`src/rtl/srs_regs.svh`:
```
`ifndef SRS_REGS_SVH
`define SRS_REGS_SVH

// Register offsets
`define SRS_CONFIG_OFS        12'hD72
`define SRS_STATUS_OFS        12'hD74
`define SRS_CORES_OFS         12'hD76

// Reset configuration fields
`define SRS_CFG_SWRST_BIT     0
`define SRS_CFG_GP_RST_BIT    1
`define SRS_CFG_DBG_RST_BIT   2
`define SRS_CFG_RESET         8'h00

// Reset source status fields
`define SRS_ST_PWR_BIT        0
`define SRS_ST_SW_BIT         1
`define SRS_ST_DBG_BIT        2
`define SRS_ST_WDT_BIT        3

// Timing
`define SRS_CLK_HZ            25000000
`define SRS_PLL_US            10000
`define SRS_PLL_CYC           ((`SRS_CLK_HZ / 1000000) * `SRS_PLL_US)

// Core defaults after system reset, one bit per core enable
`define SRS_CORE_DEFAULTS     16'h0347
`define SRS_CPU_MHZ           8'h64

`endif

```
`src/rtl/srs_pkg.sv`:
```
package srs_pkg;
  typedef enum logic [1:0] {
    SRS_IDLE,
    SRS_HOLD,
    SRS_PLL,
    SRS_RUN
  } srs_state_type;

  typedef enum logic [1:0] {
    SRS_SRC_PWR,
    SRS_SRC_SW,
    SRS_SRC_DBG,
    SRS_SRC_WDT
  } srs_src_type;
endpackage

```
`src/rtl/srs_timer_if.sv`:
```
`timescale 1ns/1ps
interface srs_timer_if #(parameter int W = 18);
  logic         start;
  logic         busy;
  logic         done;
  logic [W-1:0] load;
  modport ctrl  (output start, output load, input busy, input done);
  modport timer (input start, input load, output busy, output done);
endinterface

```
`src/rtl/srs_pll_timer.sv`:
```
`timescale 1ns/1ps
module srs_pll_timer #(
  parameter int W = 18
) (
  input  wire logic clock_i,
  input  wire logic rst_i,
  srs_timer_if.timer tmr
);
  typedef struct packed {
    logic [W-1:0] cnt;
    logic         busy;
    logic         done;
  } srs_tmr_type;

  srs_tmr_type s_r;
  srs_tmr_type s_nxt;

  // ----------------------------------------
  // Interval counter
  // ----------------------------------------
  always_comb begin
    s_nxt = s_r;
    s_nxt.done = 1'b0;
    if (tmr.start) begin
      s_nxt.cnt  = tmr.load;
      s_nxt.busy = 1'b1;
    end else if (s_r.busy) begin
      if (s_r.cnt <= W'(1)) begin
        s_nxt.busy = 1'b0;
        s_nxt.done = 1'b1;
        s_nxt.cnt  = '0;
      end else begin
        s_nxt.cnt = s_r.cnt - W'(1);
      end
    end
  end

  always_ff @(posedge clock_i or posedge rst_i) begin
    if (rst_i) begin
      s_r <= '0;
    end else begin
      s_r <= s_nxt;
    end
  end

  assign tmr.busy = s_r.busy;
  assign tmr.done = s_r.done;

  done_pulse_a: assert property (@(posedge clock_i) disable iff (rst_i)
    tmr.done |=> !tmr.done) else $error("timer done longer than one cycle");
endmodule

```
`src/rtl/srs_sequencer.sv`:
```
`timescale 1ns/1ps
`include "srs_regs.svh"
// Overview of operation
// - Power-good rise, software bit, debug reset or enabled watchdog timeout starts reset.
// - Reset event asserts CPU, register, expansion-bus and PCI resets.
// - Boot and board info pins latched at event end only for power-good.
// - Clock reset issued only if battery low and power-good was the source.
// - After event ends, wait PLL interval before releasing CPU, bus, PCI resets.
// - Expansion-bus and PCI reset outputs stay asserted through the whole interval.
// - Hard CPU reset restores CPU registers and invalidates cache.
// - Debug-entry bit set makes the CPU enter debug mode after reset.
// - CPU enabled at 100 MHz with registers and cache reset afterwards.
// - Arbiter nonconcurrent, only CPU enabled as bus master.
// - PCI bridge master enabled, target disabled.
// - Memory controller disabled, no banks, write and read buffers disabled.
// - ROM controller enabled with only boot chip select active.
// - Expansion bus disabled until region attribute registers are programmed.
// - Expansion DMA enabled with every channel masked.
// - Interrupt controller enabled, CPU interrupts masked, NMI disabled.
// - General-purpose timers disabled with registers cleared.
// - Interval timers, watchdog and UARTs disabled; serial port idle until commanded.
// - Programmable I/O pins default to input and I/O function.
// - PLL interval is 10 ms from end of reset source.
// - Per-source status flag set on event, cleared by writing one.
module srs_sequencer #(
  parameter int PLL_CYC = `SRS_PLL_CYC,
  parameter int TW      = 18
) (
  // Clock and reset
  input  wire logic        clock_i,
  input  wire logic        rst_i,
  // Reset requests
  input  wire logic        board_power_ok_input_i,
  input  wire logic        debug_sys_reset_i,
  input  wire logic        wdt_timeout_i,
  input  wire logic        wdt_sysreset_en_i,
  input  wire logic        battery_low_i,
  // Register port
  input  wire logic [11:0] reg_addr_i,
  input  wire logic        reg_wr_i,
  input  wire logic        reg_rd_i,
  input  wire logic [7:0]  reg_wdata_i,
  output logic [15:0]      reg_rdata_o,
  // Configuration pins
  input  wire logic [3:0]  boot_config_pins_i,
  input  wire logic [7:0]  board_info_pins_i,
  output logic [3:0]       boot_config_o,
  output logic [7:0]       board_info_o,
  // Reset outputs
  output logic             cpu_hard_reset_o,
  output logic             cache_invalidate_o,
  output logic             int_reg_reset_o,
  output logic             expansion_bus_reset_out_o,
  output logic             pci_reset_n_o,
  output logic             rtc_reset_o,
  output logic             debug_enter_o,
  output logic             pll_restart_o,
  // Core defaults
  output logic [15:0]      core_defaults_o,
  output logic [7:0]       cpu_clock_mhz_o,
  output srs_pkg::srs_state_type state_o
);
  import srs_pkg::*;

  typedef struct packed {
    srs_state_type state;
    logic          pwr_q;
    logic          from_pwr;
    logic [7:0]    cfg;
    logic [3:0]    status;
    logic [3:0]    boot;
    logic [7:0]    info;
    logic          rtc;
    logic          dbg;
    logic [15:0]   rdata;
  } srs_seq_type;

  srs_seq_type s_r;
  srs_seq_type s_nxt;

  srs_timer_if #(.W(TW)) tmr ();

  srs_pll_timer #(.W(TW)) u_timer (
    .clock_i (clock_i),
    .rst_i   (rst_i),
    .tmr     (tmr.timer)
  );

  logic       pwr_rise;
  logic       sw_req;
  logic       any_req;
  logic [3:0] req_vec;
  logic       in_reset;

  function automatic logic hit(input logic [11:0] a, input logic [11:0] ofs);
    return a == ofs;
  endfunction

  // ----------------------------------------
  // Request detection
  // ----------------------------------------
  assign pwr_rise = board_power_ok_input_i & ~s_r.pwr_q;
  assign sw_req   = reg_wr_i & hit(reg_addr_i, `SRS_CONFIG_OFS) & reg_wdata_i[`SRS_CFG_SWRST_BIT];
  assign req_vec  = {wdt_timeout_i & wdt_sysreset_en_i, debug_sys_reset_i, sw_req, pwr_rise};
  assign any_req  = |req_vec;
  assign in_reset = (s_r.state == SRS_HOLD) || (s_r.state == SRS_PLL);

  // ----------------------------------------
  // Sequencer
  // ----------------------------------------
  always_comb begin
    s_nxt        = s_r;
    s_nxt.pwr_q  = board_power_ok_input_i;
    s_nxt.rtc    = 1'b0;
    tmr.start    = 1'b0;
    tmr.load     = TW'(PLL_CYC);
    // Status: clear by writing one, set wins
    if (reg_wr_i && hit(reg_addr_i, `SRS_STATUS_OFS)) begin
      s_nxt.status = s_r.status & ~reg_wdata_i[3:0];
    end
    s_nxt.status = s_nxt.status | req_vec;
    if (reg_wr_i && hit(reg_addr_i, `SRS_CONFIG_OFS)) begin
      s_nxt.cfg = reg_wdata_i & ~(8'h01 << `SRS_CFG_SWRST_BIT);
    end
    case (s_r.state)
      SRS_IDLE, SRS_RUN: begin
        if (any_req) begin
          s_nxt.state    = SRS_HOLD;
          s_nxt.from_pwr = req_vec[SRS_SRC_PWR];
          s_nxt.dbg      = 1'b0;
        end
      end
      SRS_HOLD: begin
        if (any_req) begin
          s_nxt.from_pwr = s_r.from_pwr | req_vec[SRS_SRC_PWR];
        end else begin
          s_nxt.state = SRS_PLL;
          tmr.start   = 1'b1;
          if (s_r.from_pwr) begin
            s_nxt.boot = boot_config_pins_i;
            s_nxt.info = board_info_pins_i;
            s_nxt.rtc  = battery_low_i;
          end
        end
      end
      SRS_PLL: begin
        if (any_req) begin
          s_nxt.state    = SRS_HOLD;
          s_nxt.from_pwr = req_vec[SRS_SRC_PWR];
        end else if (tmr.done) begin
          s_nxt.state = SRS_RUN;
          s_nxt.dbg   = s_r.cfg[`SRS_CFG_DBG_RST_BIT];
        end
      end
      default: s_nxt.state = SRS_IDLE;
    endcase
    // Read data
    if (reg_rd_i && hit(reg_addr_i, `SRS_CONFIG_OFS)) begin
      s_nxt.rdata = {8'h00, s_r.cfg};
    end else if (reg_rd_i && hit(reg_addr_i, `SRS_STATUS_OFS)) begin
      s_nxt.rdata = {12'h000, s_r.status};
    end else if (reg_rd_i && hit(reg_addr_i, `SRS_CORES_OFS)) begin
      s_nxt.rdata = `SRS_CORE_DEFAULTS;
    end else if (reg_rd_i) begin
      s_nxt.rdata = 16'h0000;
    end
  end

  always_ff @(posedge clock_i or posedge rst_i) begin
    if (rst_i) begin
      s_r       <= '0;
      s_r.cfg   <= `SRS_CFG_RESET;
      s_r.state <= SRS_IDLE;
    end else begin
      s_r <= s_nxt;
    end
  end

  // ----------------------------------------
  // Outputs
  // ----------------------------------------
  assign cpu_hard_reset_o          = in_reset;
  assign cache_invalidate_o        = in_reset;
  assign int_reg_reset_o           = s_r.state == SRS_HOLD;
  assign expansion_bus_reset_out_o = in_reset | s_r.cfg[`SRS_CFG_GP_RST_BIT];
  assign pci_reset_n_o             = ~in_reset;
  assign rtc_reset_o               = s_r.rtc;
  assign debug_enter_o             = s_r.dbg;
  assign pll_restart_o             = tmr.busy;
  assign boot_config_o             = s_r.boot;
  assign board_info_o              = s_r.info;
  assign reg_rdata_o               = s_r.rdata;
  assign state_o                   = s_r.state;
  // Bits: 0 cpu, 1 arbiter, 2 pci master, 3 pci target, 4 sdram, 5 buffers, 6 rom,
  // 7 exp bus, 8 dma, 9 pic, 10 gp timers, 11 pit, 12 wdt, 13 uart, 14 serial port, 15 io out
  assign core_defaults_o           = `SRS_CORE_DEFAULTS;
  assign cpu_clock_mhz_o           = `SRS_CPU_MHZ;

  // ----------------------------------------
  // Checks
  // ----------------------------------------
  req_enters_hold_a: assert property (@(posedge clock_i) disable iff (rst_i)
    any_req |=> s_r.state == SRS_HOLD)
    else $error("request did not start reset");
  resets_asserted_a: assert property (@(posedge clock_i) disable iff (rst_i)
    s_r.state == SRS_HOLD |-> cpu_hard_reset_o && int_reg_reset_o && !pci_reset_n_o)
    else $error("reset outputs not asserted");
  latch_pwr_only_a: assert property (@(posedge clock_i) disable iff (rst_i)
    (s_r.state == SRS_HOLD && !any_req && !s_r.from_pwr) |=> $stable(boot_config_o))
    else $error("pins latched for non power reset");
  rtc_cond_a: assert property (@(posedge clock_i) disable iff (rst_i)
    rtc_reset_o |-> $past(s_r.from_pwr) && $past(battery_low_i))
    else $error("rtc reset without cause");
  pll_hold_a: assert property (@(posedge clock_i) disable iff (rst_i)
    tmr.start |=> cpu_hard_reset_o [*8])
    else $error("reset released early");
  bus_reset_pll_a: assert property (@(posedge clock_i) disable iff (rst_i)
    s_r.state == SRS_PLL |-> expansion_bus_reset_out_o && !pci_reset_n_o)
    else $error("bus reset dropped in interval");
  debug_entry_a: assert property (@(posedge clock_i) disable iff (rst_i)
    ($past(s_r.state) == SRS_PLL && s_r.state == SRS_RUN) |-> debug_enter_o == s_r.cfg[`SRS_CFG_DBG_RST_BIT])
    else $error("debug entry mismatch");
  status_set_a: assert property (@(posedge clock_i) disable iff (rst_i)
    req_vec[0] |=> s_r.status[0])
    else $error("status flag not set");
  restart_a: assert property (@(posedge clock_i) disable iff (rst_i)
    (s_r.state == SRS_PLL && any_req) |=> s_r.state == SRS_HOLD)
    else $error("restart failed");
  cache_inv_a: assert property (@(posedge clock_i) disable iff (rst_i)
    cpu_hard_reset_o |-> cache_invalidate_o)
    else $error("cache not invalidated in reset");
  run_release_a: assert property (@(posedge clock_i) disable iff (rst_i)
    s_r.state == SRS_RUN |-> !cpu_hard_reset_o && pci_reset_n_o)
    else $error("resets held after sequence");
  pll_release_a: assert property (@(posedge clock_i) disable iff (rst_i)
    (s_r.state == SRS_PLL && tmr.done && !any_req) |=> s_r.state == SRS_RUN)
    else $error("release missed after interval");
  pll_wait_a: assert property (@(posedge clock_i) disable iff (rst_i)
    (s_r.state == SRS_PLL && !tmr.done && !any_req) |=> s_r.state == SRS_PLL)
    else $error("interval cut short");
  timer_load_a: assert property (@(posedge clock_i) disable iff (rst_i)
    (s_r.state == SRS_HOLD && !any_req) |=> s_r.state == SRS_PLL && tmr.busy)
    else $error("interval timer not started");
  timer_run_a: assert property (@(posedge clock_i) disable iff (rst_i)
    (s_r.state == SRS_PLL && !tmr.done) |-> tmr.busy)
    else $error("timer idle during interval");
  restart_busy_a: assert property (@(posedge clock_i) disable iff (rst_i)
    tmr.start |=> pll_restart_o)
    else $error("restart flag missing");
  rtc_pulse_a: assert property (@(posedge clock_i) disable iff (rst_i)
    rtc_reset_o |=> !rtc_reset_o)
    else $error("rtc reset longer than one cycle");
  rtc_phase_a: assert property (@(posedge clock_i) disable iff (rst_i)
    rtc_reset_o |-> s_r.state == SRS_PLL)
    else $error("rtc reset outside interval");
  rtc_battery_a: assert property (@(posedge clock_i) disable iff (rst_i)
    (s_r.state == SRS_HOLD && !any_req && s_r.from_pwr && battery_low_i) |=> rtc_reset_o)
    else $error("rtc reset missing for low battery");
  rtc_source_a: assert property (@(posedge clock_i) disable iff (rst_i)
    (s_r.state == SRS_HOLD && !s_r.from_pwr) |=> !rtc_reset_o)
    else $error("rtc reset for non power source");
  latch_boot_a: assert property (@(posedge clock_i) disable iff (rst_i)
    (s_r.state == SRS_HOLD && !any_req && s_r.from_pwr) |=> boot_config_o == $past(boot_config_pins_i))
    else $error("boot pins not latched");
  latch_info_a: assert property (@(posedge clock_i) disable iff (rst_i)
    (s_r.state == SRS_HOLD && !any_req && s_r.from_pwr) |=> board_info_o == $past(board_info_pins_i))
    else $error("board info pins not latched");
  pwr_source_a: assert property (@(posedge clock_i) disable iff (rst_i)
    ((s_r.state == SRS_IDLE || s_r.state == SRS_RUN) && pwr_rise) |=> s_r.from_pwr)
    else $error("power source not recorded");
  other_source_a: assert property (@(posedge clock_i) disable iff (rst_i)
    ((s_r.state == SRS_IDLE || s_r.state == SRS_RUN) && any_req && !pwr_rise) |=> !s_r.from_pwr)
    else $error("power source recorded wrongly");
  debug_clear_a: assert property (@(posedge clock_i) disable iff (rst_i)
    ((s_r.state == SRS_IDLE || s_r.state == SRS_RUN) && any_req) |=> !debug_enter_o)
    else $error("debug entry kept over new reset");
  status_clear_a: assert property (@(posedge clock_i) disable iff (rst_i)
    (reg_wr_i && hit(reg_addr_i, `SRS_STATUS_OFS) && reg_wdata_i[0] && !pwr_rise) |=> !s_r.status[0])
    else $error("status flag not cleared");
  status_all_a: assert property (@(posedge clock_i) disable iff (rst_i)
    any_req |=> (s_r.status & $past(req_vec)) == $past(req_vec))
    else $error("source status flag not set");
  read_status_a: assert property (@(posedge clock_i) disable iff (rst_i)
    (reg_rd_i && hit(reg_addr_i, `SRS_STATUS_OFS)) |=> reg_rdata_o == {12'h000, $past(s_r.status)})
    else $error("status read data wrong");
  swbit_clear_a: assert property (@(posedge clock_i) disable iff (rst_i)
    !s_r.cfg[`SRS_CFG_SWRST_BIT])
    else $error("software reset bit stored");
  wdt_gate_a: assert property (@(posedge clock_i) disable iff (rst_i)
    (wdt_timeout_i && !wdt_sysreset_en_i) |-> !req_vec[SRS_SRC_WDT])
    else $error("disabled watchdog requested reset");
  run_stays_a: assert property (@(posedge clock_i) disable iff (rst_i)
    (s_r.state == SRS_RUN && !any_req) |=> s_r.state == SRS_RUN)
    else $error("reset without request");
  exp_cfg_a: assert property (@(posedge clock_i) disable iff (rst_i)
    s_r.cfg[`SRS_CFG_GP_RST_BIT] |-> expansion_bus_reset_out_o)
    else $error("expansion reset bit ignored");
  cfg_write_a: assert property (@(posedge clock_i) disable iff (rst_i)
    (reg_wr_i && hit(reg_addr_i, `SRS_CONFIG_OFS)) |=> s_r.cfg == ($past(reg_wdata_i) & 8'hFE))
    else $error("configuration write lost");
endmodule

```
`config.mk`:
```
export PLATFORM = sky130hd
export DESIGN_NAME = srs_sequencer
export DESIGN_NICKNAME = d
export VERILOG_FILES = /design/src/rtl/srs_pkg.sv /design/src/rtl/srs_timer_if.sv /design/src/rtl/srs_pll_timer.sv /design/src/rtl/srs_sequencer.sv
export VERILOG_INCLUDE_DIRS = /design/src /design/src/rtl
export SDC_FILE = /design/constraint.sdc
export NUM_CORES = 1
export LEC_CHECK = 0
export BUFFER_PORTS_ARGS = -buffer_cell sky130_fd_sc_hd__buf_2
export CAP_MARGIN = 5
export CORE_MARGIN = 2
export CORE_UTILIZATION = 45
export DETAILED_ROUTE_END_ITERATION = 10
export PLACE_DENSITY = 0.72
export REMOVE_ABC_BUFFERS = 1
export SKIP_LAST_GASP = 1
export SYNTH_ARGS = -nofsm -noshare
export SYNTH_HDL_FRONTEND = slang
export SYNTH_SLANG_ARGS = --single-unit
```
`constraint.sdc`:
```
create_clock -name clock_i -period 4.3 [get_ports clock_i]
set_input_delay 0 -clock clock_i [delete_from_list [all_inputs] [get_ports clock_i]]
set_output_delay 0 -clock clock_i [all_outputs]
set_load 0.005 [all_outputs]
```
# [Word-level counts from Yosys, hierarchy flattened]
# Cells that the tools add are included.
[word_totals] wordCells=84 reg_bits=65 inputBits=41 output_inout_bits=62
[classes] mux=27 reduce_logical=17 n_eq_ne=13 bitwise=12 add_sub_neg=1 magnitude_cmp=1
[op_table] op="$mux W16" count=4
[op_table] op="$eq A12 B12 Y1 const B" count=3
[op_table] op="$mux W20" count=1
[op_table] op="$mux W19" count=1
[op_table] op="$le A18 B1 Y1 const B" count=1
[op_table] op="$mux W18" count=1
[op_table] op="$sub A18 B1 Y18 const B" count=1
[op_table] op="$mux W1" count=11
[op_table] op="$mux W2" count=5
[op_table] op="$ne A2 B1 Y1 const B" count=3
[op_table] op="$ne A2 B2 Y1 const B" count=3
[op_table] op="$pmux W2 S3" count=1
[op_table] op="$reduce_and A3 Y1" count=2
[op_table] op="$logic_and A1 B1 Y1" count=5
[op_table] op="$and A1 B1 Y1" count=4
[op_table] op="$and A4 B4 Y4" count=1
[op_table] op="$eq A2 B2 Y1 const B" count=2
[op_table] op="$mux W4" count=1
[op_table] op="$not A4 Y4" count=1
[op_table] op="$or A4 B4 Y4" count=1
[op_table] op="$pmux W1 S2" count=2
[op_table] op="$reduce_and A4 Y1" count=1
[op_table] op="$reduce_bool A2 Y1" count=2
[op_table] op="$reduce_bool A4 Y1" count=1
[op_table] op="10 further kinds" count=13

# [Longest topological paths before layout]
[depth] depth_word=7 ltp_mapped=8

# [Hierarchy]
# From an unflattened synthesis, not the netlist that was laid out.
[unflattened] hier_cells=334 hier_area_um2=3423.3
[modules_own_cells] module="srs_sequencer" cells_each=198 area_per_inst_um2=2207.1 seq_area_each_um2=950.9 instances=1
[modules_own_cells] module="srs_pll_timer" cells_each=136 area_per_inst_um2=1216.2 seq_area_each_um2=500.5 instances=1

# [Least setup slack after synthesis]
# Ideal clock, no wire load.
[synth_timing] path_kind="register -> register" from="register s_r (netlist bit state_o[1])" to="register s_r (netlist bit board_info_o[2])" required_ns=4.175 arrival_ns=1.724 period_less_slack_ns=1.849 n_path_buf=1 stages_incl_launch_ff=8 slack_ns=2.451 path_cell_list="dfrtp_1 -> inv_1 -> ha_1 -> inv_1 -> nor3_2 -> and2_1 -> buf_6 -> mux2_2"
[synth_via] elab_chain_cells=2
[synth_lines] element="start, declared" line_no="srs_sequencer.sv:78" rtl="srs_seq_type s_r;"
[synth_lines] element="start signal, assigned" line_no="srs_sequencer.sv:175" rtl="s_r <= s_nxt;"
[synth_lines] element="$eq A2 B1 Y1"
[synth_lines] element="named net int_reg_reset_o" line_no="srs_sequencer.sv:52" rtl="output logic int_reg_reset_o,"
[synth_lines] element="$reduce_and A3 Y1 (no source line)"
# The timed path passes the listed nets, and every way through them passes these cells.
# A chain may end at the register's enable or synchronous reset.

# [Worst setup path in the final report]
[layout_timing] from="register u_timer.s_r[5] (netlist bit)" to="register u_timer.s_r[17] (netlist bit)"
[layout_via] elab_chain_cells=4 word_cells_on_any_way=5
[layout_lines] element="start, declared" line_no="srs_pll_timer.sv:15" rtl="srs_tmr_type s_r;"
[layout_lines] element="start signal, assigned" line_no="srs_pll_timer.sv:42" rtl="s_r <= s_nxt;"
[layout_lines] element="$sub A18 B1 Y18 / $le A18 B1 Y1 (equally long branches)" line_no="srs_pll_timer.sv:33, srs_pll_timer.sv:28"
[layout_lines] element="$mux W18 (*)" line_no="srs_pll_timer.sv:28" rtl="if (s_r.cnt <= W'(1)) begin"
[layout_lines] element="$mux W20 (*)" line_no="srs_pll_timer.sv:27" rtl="end else if (s_r.busy) begin"
[layout_lines] element="$mux W19 (*)" line_no="srs_pll_timer.sv:24" rtl="if (tmr.start) begin"
# Every way passes the cells marked *; elsewhere a longest branch is shown, timed or not. The select of a mux whose other input is x is not followed.

==> reports/qor.csv <==
metric,value,unit
top_usage_layer,met2,
synth_area_per_cell,10.1,um^2
core.rowCount,30,
max_cap_viol_count,0,
cts_tree,done,
synth_common_cells,"dfrtp_1 (58), buf_4 (56), nand2_1 (31), mux2_2 (20), a21oi_1 (16)",
r2r_setup_slack,2.07,ns
synth_cell_types,48,
pre_cts_ws,2.10,ns
cts_root_buffer,clkbuf_8,
rsz0062_at_grt,no,
cts_buffers,9,
crit_path_cell_trace,or3_1 -> nor3_4 -> and4_1 -> nor3_1 -> a211o_1,
die-height,88.2,um
grt_max_degree,59,
grt-ovfl-total,0,
synth_area_leaders,"dfrtp_1 (46%), buf_4 (13%), mux2_2 (7.1%)",
n_fill_cell,606,
route.vias.total,2414,
crit_arrival,2.45,ns
grt_pass1_wl,10.2,mm
ant_nets,0,
pwr-share-clk,29.3,%
floorplan.initialDensity,46.7,%
switchingPower,0.637,mW
hold_start,reg_rd_i,
hold_end,reg_rdata_o[4]$_DFFE_PP0P_,
post-synth-top-count-cell,dfrtp_1,
wl_per_cell,13.0,um
finalHoldViolCount,0,
reg2reg_depth,5,
multi_input_area,1320,um^2
syn_area,3190,um^2
io_pins,103,
path_clk_slew,0.07,ns
port_buffers,72,
status,completed,
regArea,1450,um^2
switching_share,32.0,%
drc,0,
synthCells,315,
synth_edf_count,0,
timing.fmax,448,MHz
routed_wl,6.44,mm
use_met1,21.7,%
async_reset_ff_share,100,%
nets,439,
setup_viol,0,
maxSlewViolCount,0,
yosysSeqAreaShare,45.5,%
synth_flop_cell,dfrtp_1,
clockBufferDepth,2,
ir_worst_vdd,0.240,mV
antenna_cells,0,
tightest_slew,0.776,ns
min_path_cells,2,
die_x,88.2,um
power_frac_comb,32.2,%
cp.depth,5,
drt_pre_antenna_iters,4,
slew_headroom,47.8,%
cts_resized,0,
drt_iter0_markers,105,
routabilityCongestion,0.807,
synth_seq_cells,58,
first_global_vias,2273,
synth_top_area_share,45.5,%
min_path_type,input port to flop,
finalClockSkew,0.00687,ns
clock_sinks,58,
cts_setup_buffers,0,
met2_usage,28.3,%
p_leak,1.85,nW
clk_latency,0.33,ns
slowest_stage,or3_1,
via_per_inst,4.89,
setup_tns,0,ns
cp.required,4.52,ns
internal_power,1.35,mW
core_area,6830,um^2
htree_levels,3,
endpoint_kind,flop,
syn2layout_area_growth,20.4,%
cpPeakStageDelay,0.56,ns
min_period,2.23,ns
dieArea,7780,um^2
yosys_warnings,0,
pwr-share-seq,38.5,%
hpwl,4.37,mm
cp-start-kind,flop,
power_density,518,nW/um^2
yosysTopAreaCell,dfrtp_1,
grt.met3_usage,2.92,%
min_period_over_period,51.9,%
grt_usage,17.0,%
reg2reg_to,u_timer.s_r[17]$_DFFE_PP0P_,
setup_ws,2.07,ns
antenna_found_initial,0,
cp_max_fo,11,
critPathTopFamily,simple AND/OR/NAND/NOR gates,
path_class,flop to flop,
critical_path_buf_inv_count,0,
r2r_start,u_timer.s_r[5]$_DFFE_PP0P_,
drive_above_1_share,31.7,%
cells in the final DEF, fill, tap and decap left out, drive strengths merged, types with 2 or more instances in the layout:
master	instances
a211o	3
a21o	2
a21oi	16
and2	3
and3	3
and4	2
buf	74
bufinv	2
clkbuf	12
conb	30
dfrtp	58
dlygate4sd3	28
ha	5
inv	15
mux2	20
nand2	31
nand2b	5
nand3	8
nand4	4
nand4b	5
nor2	13
nor2b	4
nor3	7
nor4	5
o21ai	11
o31ai	5
or2	4
or3	7
or4	2
power by group through the flow:
stage | clock, mW | sequential [mW] | combinational, mW
after global routing | 0.620 | 0.782 | 0.722
after detailed placement | 0 | 0.772 | 0.621
final | 0.583 | 0.766 | 0.641
after global placement | 0 | 0.765 | 0.605
after floorplan | 0 | 0.762 | 0.404
after CTS | 0.597 | 0.763 | 0.643
state kept, by name, indices dropped and copies added (netlist names):
signal and cells:
u_timer.s_r 18, rtc_reset_o 1, boot_config_o 4, state_o 2, reg_rdata_o 9, s_r 13, u_timer.tmr.busy 1, u_timer.tmr.done 1
board_info_o 8, debug_enter_o 1
worst max path at each step:
stage,startpoint,to,slack (ns)
finish,u_timer.s_r[5]$_DFFE_PP0P_,u_timer.s_r[17]$_DFFE_PP0P_,2.07
global route,u_timer.s_r[5]$_DFFE_PP0P_,u_timer.s_r[18]$_DFFE_PP0P_,1.95
CTS,u_timer.s_r[5]$_DFFE_PP0P_,u_timer.s_r[17]$_DFFE_PP0P_,2.08
detailed placement,u_timer.s_r[5]$_DFFE_PP0P_,u_timer.s_r[17]$_DFFE_PP0P_,2.10
global placement,state_o[1]$_DFFE_PP0P_,board_info_o[1]$_DFFE_PP0P_,2.11
floorplan,state_o[1]$_DFFE_PP0P_,board_info_o[0]$_DFFE_PP0P_,2.05
kinds of logic after synthesis:
kind of cell    synth area share (%)
compound gates                  8.91
fa+ha+maj                       1.96
buf+inv                         16.5
flops                           45.5
mux                             7.38
other cells                    0.235
simple gates                    19.5
repair_timing:
action                                 in CTS  in global routing
hold buffers                               28                  0
setup endpoints to repair                   0                  0
endpoints found under the hold margin      84                  0
routing by layer:
layer	part of all wire, %	wire length [um]
met5	0	0
met4	1.6	103
met3	5.8	376
met2	50	3200
met1	43	2760
metrics by stage:
step	instances	hold slack (ns)	area, um^2	util (%)	power (mW)
after floorplan	280	0.0314	2830	-	1.17
after global placement	450	0.124	3320	48.6	1.37
after detailed placement	450	0.129	3320	48.6	1.39
after CTS	494	0.0102	3840	56.2	2.00
after global routing	494	0.0293	3840	56.2	2.12
final	494	0.0289	3840	56.2	1.99
final cells by class:
type	instances	share of cell area (%)
sequential	58	37.8
clock inverter	4	1.89
multi-input combinational	207	34.3
timing repair buffer	102	17.1
clock buffer	12	4.30
inverter	15	1.47
tap	96	3.13
Note: power is estimated with default switching activity, not from simulation.
